===== config.mk =====
export PLATFORM = sky130hd
export DESIGN_NAME = jac_regs
export DESIGN_NICKNAME = d
export VERILOG_FILES = /design/src/pkg/jac_pkg.sv /design/src/rtl/jac_chan_reg.sv /design/src/rtl/jac_regs.sv
export SDC_FILE = /design/constraint.sdc
export NUM_CORES = 1
export LEC_CHECK = 0
export BUFFER_PORTS_ARGS = -buffer_cell sky130_fd_sc_hd__buf_4
export CAP_MARGIN = 25
export CORE_ASPECT_RATIO = 0.5
export CORE_MARGIN = 10
export CORE_UTILIZATION = 30
export DETAILED_ROUTE_END_ITERATION = 10
export GPL_TIMING_DRIVEN = 1
export PLACE_DENSITY_LB_ADDON = 0.15
export SYNTH_ARGS = -nofsm -noshare
export SYNTH_HDL_FRONTEND = slang
export SYNTH_SLANG_ARGS = --single-unit
export TNS_END_PERCENT = 5

===== constraint.sdc =====
create_clock -name clk_sys -period 2.04 [get_ports clk_sys]
set_input_delay 0.306 -clock clk_sys [delete_from_list [all_inputs] [get_ports clk_sys]]
set_output_delay 0.306 -clock clk_sys [all_outputs]
set_load 0.01 [all_outputs]

===== src/pkg/jac_pkg.sv =====
// Package of constants and types for the jitter attenuator control registers
package jac_pkg;

  // ----------------------------------------
  // Register map
  // ----------------------------------------
  localparam int          JAC_NUM_CH    = 3;
  localparam logic [7:0]  JAC_OFF_CH0   = 8'h07;
  localparam logic [7:0]  JAC_OFF_CH1   = 8'h0f;
  localparam logic [7:0]  JAC_OFF_CH2   = 8'h17;

  // ----------------------------------------
  // Field layout and reset value
  // ----------------------------------------
  localparam int          JAC_FIELD_W   = 5;
  localparam int          JAC_BIT_DLO   = 0;
  localparam int          JAC_BIT_PATH  = 1;
  localparam int          JAC_BIT_DHI   = 2;
  localparam int          JAC_BIT_CLR   = 3;
  localparam int          JAC_BIT_FRD   = 4;
  localparam logic [7:0]  JAC_RESET_VAL = 8'h03;
  // Suggested setting for chained line testing
  localparam logic [7:0]  JAC_DAISY_VAL = 8'h06;

  // ----------------------------------------
  // Types
  // ----------------------------------------
  typedef struct packed {
    logic       wr;
    logic       rd;
    logic [7:0] addr;
    logic [7:0] wdata;
  } jac_bus_req_t;

  typedef struct packed {
    logic fast_recovery_enable;
    logic attenuator_clear;
    logic fifo_depth_sel_hi;
    logic attenuator_path_select;
    logic fifo_depth_sel_lo;
  } jac_chan_cfg_t;

endpackage


===== src/rtl/jac_chan_reg.sv =====
// One channel's read/write control field
`timescale 1ns/1ps
`default_nettype none

module jac_chan_reg (
  // Clock and reset
  input  wire logic                            clk_sys,
  input  wire logic                            reset_n,
  // Write side
  input  wire logic                            wr_en,
  input  wire logic [jac_pkg::JAC_FIELD_W-1:0] wdata,
  // Stored field
  output logic      [jac_pkg::JAC_FIELD_W-1:0] field_q
);

  // RULE3 reset value
  always_ff @(posedge clk_sys or negedge reset_n) begin
    if (!reset_n) begin
      field_q <= jac_pkg::JAC_RESET_VAL[jac_pkg::JAC_FIELD_W-1:0];
    end else if (wr_en) begin
      field_q <= wdata;
    end
  end

endmodule

`default_nettype wire


===== src/rtl/jac_regs.sv =====
// Jitter attenuator control register bank, three channels
// ----------------------------------------
// Overview of operation
// RULE1: One control register per channel, at 0x07, 0x0f and 0x17.
// RULE2: Bits 7 to 5 read as zero and ignore writes, bits 4 to 0 are read/write.
// RULE3: After reset each register reads 0x03.
// RULE4: Fast recovery can only be switched off in host mode, never in strap mode.
// RULE5: For chained testing software writes 0x06 to select the 32-bit depth.
// RULE6: Software keeps the recovery disable bit at zero to meet switch time and jitter.
// RULE7: While the clear bit is set the channel attenuator is held in its initial state.
// ----------------------------------------
`timescale 1ns/1ps
`default_nettype none

module jac_regs (
  // Clock and reset
  input  wire logic                   clk_sys,
  input  wire logic                   reset_n,
  // Register port
  input  wire jac_pkg::jac_bus_req_t  bus_req,
  output logic [7:0]                  rd_data,
  // Mode strap, high for host control
  input  wire logic                   host_mode,
  // Per-channel attenuator controls
  output jac_pkg::jac_chan_cfg_t [jac_pkg::JAC_NUM_CH-1:0] chan_cfg
);

  // ----------------------------------------
  // Address decode
  // ----------------------------------------
  function automatic logic [7:0] chan_offset(input int idx);
    case (idx)
      0:       chan_offset = jac_pkg::JAC_OFF_CH0;
      1:       chan_offset = jac_pkg::JAC_OFF_CH1;
      default: chan_offset = jac_pkg::JAC_OFF_CH2;
    endcase
  endfunction

  function automatic logic chan_hit(input logic [7:0] addr, input int idx);
    chan_hit = (addr == chan_offset(idx));
  endfunction

  logic [jac_pkg::JAC_NUM_CH-1:0] hit;
  logic [jac_pkg::JAC_FIELD_W-1:0] field_q [jac_pkg::JAC_NUM_CH];
  logic                           any_hit;
  logic [7:0]                     rd_mux;
  logic [7:0]                     rd_data_q;
  logic                           strap_taken_q;
  logic                           host_mode_q;

  // RULE1 channel decode
  assign hit[0]  = chan_hit(bus_req.addr, 0);
  assign hit[1]  = chan_hit(bus_req.addr, 1);
  assign hit[2]  = chan_hit(bus_req.addr, 2);
  assign any_hit = |hit;

  // ----------------------------------------
  // Channel registers
  // ----------------------------------------
  genvar g;
  generate
    for (g = 0; g < jac_pkg::JAC_NUM_CH; g++) begin : g_ch
      // RULE2 low five bits only
      jac_chan_reg jac_chan_reg_i (
        .clk_sys (clk_sys),
        .reset_n (reset_n),
        .wr_en   (bus_req.wr && hit[g]),
        .wdata   (bus_req.wdata[jac_pkg::JAC_FIELD_W-1:0]),
        .field_q (field_q[g])
      );

      // RULE4 strap mode keeps recovery on
      assign chan_cfg[g].fast_recovery_enable =
        !(host_mode_q && field_q[g][jac_pkg::JAC_BIT_FRD]);
      // RULE7 hold while set
      assign chan_cfg[g].attenuator_clear       = field_q[g][jac_pkg::JAC_BIT_CLR];
      assign chan_cfg[g].fifo_depth_sel_hi      = field_q[g][jac_pkg::JAC_BIT_DHI];
      assign chan_cfg[g].attenuator_path_select = field_q[g][jac_pkg::JAC_BIT_PATH];
      assign chan_cfg[g].fifo_depth_sel_lo      = field_q[g][jac_pkg::JAC_BIT_DLO];
    end
  endgenerate

  // ----------------------------------------
  // Mode strap
  // ----------------------------------------
  // Sampled once after release so a later glitch cannot re-enable disabling
  always_ff @(posedge clk_sys or negedge reset_n) begin
    if (!reset_n) begin
      strap_taken_q <= 1'b0;
      host_mode_q   <= 1'b0;
    end else if (!strap_taken_q) begin
      strap_taken_q <= 1'b1;
      host_mode_q   <= host_mode;
    end
  end

  // ----------------------------------------
  // Read path
  // ----------------------------------------
  // RULE2 unused bits read zero
  assign rd_mux = hit[0] ? {3'h0, field_q[0]} :
                  hit[1] ? {3'h0, field_q[1]} :
                  hit[2] ? {3'h0, field_q[2]} : 8'h00;

  // Data stands only in the cycle after the strobe
  always_ff @(posedge clk_sys or negedge reset_n) begin
    if (!reset_n) begin
      rd_data_q <= 8'h00;
    end else begin
      rd_data_q <= bus_req.rd ? rd_mux : 8'h00;
    end
  end

  assign rd_data = rd_data_q;
endmodule

`default_nettype wire


==> summary.json <==
{
  "first_global_vias": 766,
  "combinational_power_share_pct": 13.3,
  "grt_overflow": 0,
  "port_buffers": 37,
  "final.min_clock_period_ps": 1230,
  "numCtsBuffers": 3,
  "instance_count_on_the_critical_path": 1,
  "power.internal_mw": 0.650,
  "post_drt_via_cell_ratio": 4.10,
  "crit_path_end": "chan_cfg[5]",
  "ys_ff_latch": 22,
  "critPathKind": "flip-flop to output port",
  "whs_ps": 275,
  "critPathLaunchType": "flip-flop",
  "max_stage_delay_ps": 550,
  "synth_edf_count": 0,
  "tritoncts_clock_tree": "done",
  "largest_clock_skew_in_the_final_design_ps": 1.46,
  "area.sequential_um2": 558,
  "regToRegSetupSlack_ps": 970,
  "via_count": 680,
  "critical_path.n_buffers_inverters": 1,
  "timing.fmax_mhz": 814,
  "critical_path.reg2reg.endpoint": "rd_data[1]",
  "clk-insertion-delay-late_ps": 260,
  "outcome": "finished clean",
  "drt_iter0_markers": 24,
  "critPathCaptureType": "output port",
  "synthTopCellsByArea": "dfrtp_1, mux2_2, dfstp_2",
  "firstDrtPassIters": 3,
  "drc": 0,
  "pwr_density_cell_nw_per_um2": 606,
  "syn-mean-instance-area_um2": 12.7,
  "first_pass_grt_wire_length_mm": 3.95,
  "synth_commonest_cells": "dfrtp_1, buf_4, mux2_2",
  "final-max-slew-violation-count": 0,
  "count_of_h_tree_levels_built_during_cts": 1,
  "multi_input_comb_area_um2": 447,
  "route.detailed.wl_per_inst_um": 14.8,
  "sequentialPowerShare_pct": 55.5,
  "die_h_um": 63.2,
  "yosysMostFrequentCell": "dfrtp_1",
  "synth_seq_area_share_pct": 49.8,
  "wl_mm": 2.45,
  "io_pins": 44,
  "power_frac_clock_pct": 31.2,
  "globalplace.congestion": 0.674,
  "die_x_um": 106,
  "drive_above_1_share_pct": 63.5,
  "dp_hpwl_mm": 1.90,
  "start_util_pct": 31.9,
  "syn-cell-area_um2": 1120,
  "post-synth-top-area-cell": "dfrtp_1",
  "p_leak_nw": 0.672,
  "worst_setup_path_startpoint": "g_ch[1].jac_chan_reg_i.field_q[0]",
  "final_hold_viol_count": 0,
  "grt_start_max_net_pins": 23,
  "asyncSetResetFlopFracSynth_pct": 100,
  "fp.dieArea_um2": 6730,
  "ir_drop_uv": 257,
  "post_synth_inst_count": 88,
  "ant_nets": 0,
  "slowest_stage": "dfstp_2",
  "design.core.area_um2": 3510,
  "cts.path.max_buffers": 2,
  "design_power_total_mw": 0.847,
  "critPathTopFamily": "flip-flops",
  "clock_tree_root_driver_cell": "clkbuf_8",
  "track_usage_pct": 7.43,
  "clock_sinks": 22,
  "synth_cell_type_count": 18,
  "rows": 15,
  "grt_antenna_before_repair": 0,
  "cap_viol_max_count": 0,
  "final_core_util_pct": 39.8,
  "worst_r2r_startpoint": "g_ch[2].jac_chan_reg_i.field_q[1]",
  "filler_cell_count": 368,
  "critical_path_rt_ps": 1730,
  "layout_worst_path_cycle_share_pct": 60.2,
  "finalSetupViolations": 0,
  "synth_top_cell_area_share_pct": 35.7,
  "diodes": 0,
  "critical_path.max_fanout": 3,
  "p_sw_share_pct": 23.3,
  "post_cts.resized_instances": 0,
  "reg2reg_depth": 3,
  "net-switching-power_mw": 0.197,
  "synth_ff_type": "dfrtp_1",
  "synth.yosys.warnings": 0,
  "fin_setup_tns_ps": 0,
  "grt_setup_unrepaired": "false",
  "clkSlewWorstSetupHoldPaths_ps": 70,
  "num-nets-final": 138,
  "crit_arrival_ps": 920,
  "critical_path.cell_chain": "buf_4",
  "timing.hold.worst.class": "input port to flip-flop",
  "syn2layout_area_growth_pct": 24.7
}
through the flow:
stage / worst slack (ps) / area, um^2 / instances
floorplan: 783 / 1130 / 90
global placement: 604 / 1350 / 162
detailed placement: 592 / 1350 / 162
CTS: 800 / 1400 / 166
global route: 777 / 1400 / 166
finish: 811 / 1400 / 166
power by group through the flow:
| stage | clock (mW) | combinational [mW] | sequential [mW] |
|---|---|---|---|
| 2_1_floorplan | 0 | 0.0694 | 0.475 |
| 3_3_place_gp | 0 | 0.114 | 0.479 |
| 3_5_place_dp | 0 | 0.114 | 0.479 |
| 4_1_cts | 0.274 | 0.116 | 0.471 |
| 5_1_grt | 0.291 | 0.124 | 0.473 |
| 6_report | 0.265 | 0.112 | 0.470 |
registers in the layout, indices dropped and copies added (netlist names):
register,count
strap_taken_q,1
host_mode_q,1
g_ch.jac_chan_reg_i.field_q,15
rd_data,5
kinds of logic after synthesis:
family                 synth area share [%]
AO/OA/AOI/OAI                          2.23
buffers and inverters                  11.0
flip-flops                             49.8
multiplexers                           20.5
other                                 0.670
AND/OR/NAND/NOR                        15.7
layout by cell type (no fill, tap or decap), drive strengths merged, types with 2 or more instances in the layout:
| cell | count |
|---|---|
| nand2 | 8 |
| or2 | 5 |
| mux2i | 5 |
| dfstp | 6 |
| dfrtp | 16 |
| buf | 37 |
| clkbuf | 3 |
| conb | 4 |
| nand4 | 3 |
| nor2 | 2 |
| mux2 | 16 |
| a21oi | 5 |
final cells by class:
type,count,share of cell area (%)
Sequential cell,22,39.9
Tap cell,51,4.57
Clock buffer,3,2.95
Timing Repair Buffer,38,20.6
Multi-Input combinational cell,52,32.0
per-layer routing:
| layer | share of wire (%) | wire length, um | GRT usage [%] | vias up |
|---|---|---|---|---|
| li1 | - | - | - | 335 |
| met3 | 9.6 | 236 | 4.77 | 2 |
| met1 | 43 | 1060 | 8.29 | 322 |
| met5 | 0 | 0 | 0 | - |
| met2 | 47 | 1150 | 12.0 | 21 |
| met4 | 0.41 | 10 | 1.01 | 0 |
worst min path at each step:
stage                          from                           endpoint  slack (ps)  cells after the start
after floorplan             reset_n  g_ch[0].jac_chan_reg_i.field_q[2]          10                      0
after detailed placement    reset_n                      strap_taken_q         210                      1
after global placement      reset_n                      strap_taken_q         220                      1
final                     host_mode                        host_mode_q         270                      2
after CTS                 host_mode                        host_mode_q         270                      2
after global routing      host_mode                        host_mode_q         270                      2
timing repair:
action | CTS | global route
endpoints found under the setup margin | 0 | 0
buffers inserted | 0 | 0
hold endpoints to repair | 16 | 0
hold buffers | 1 | 0
No activity file was read; power rests on OpenSTA's default activity.
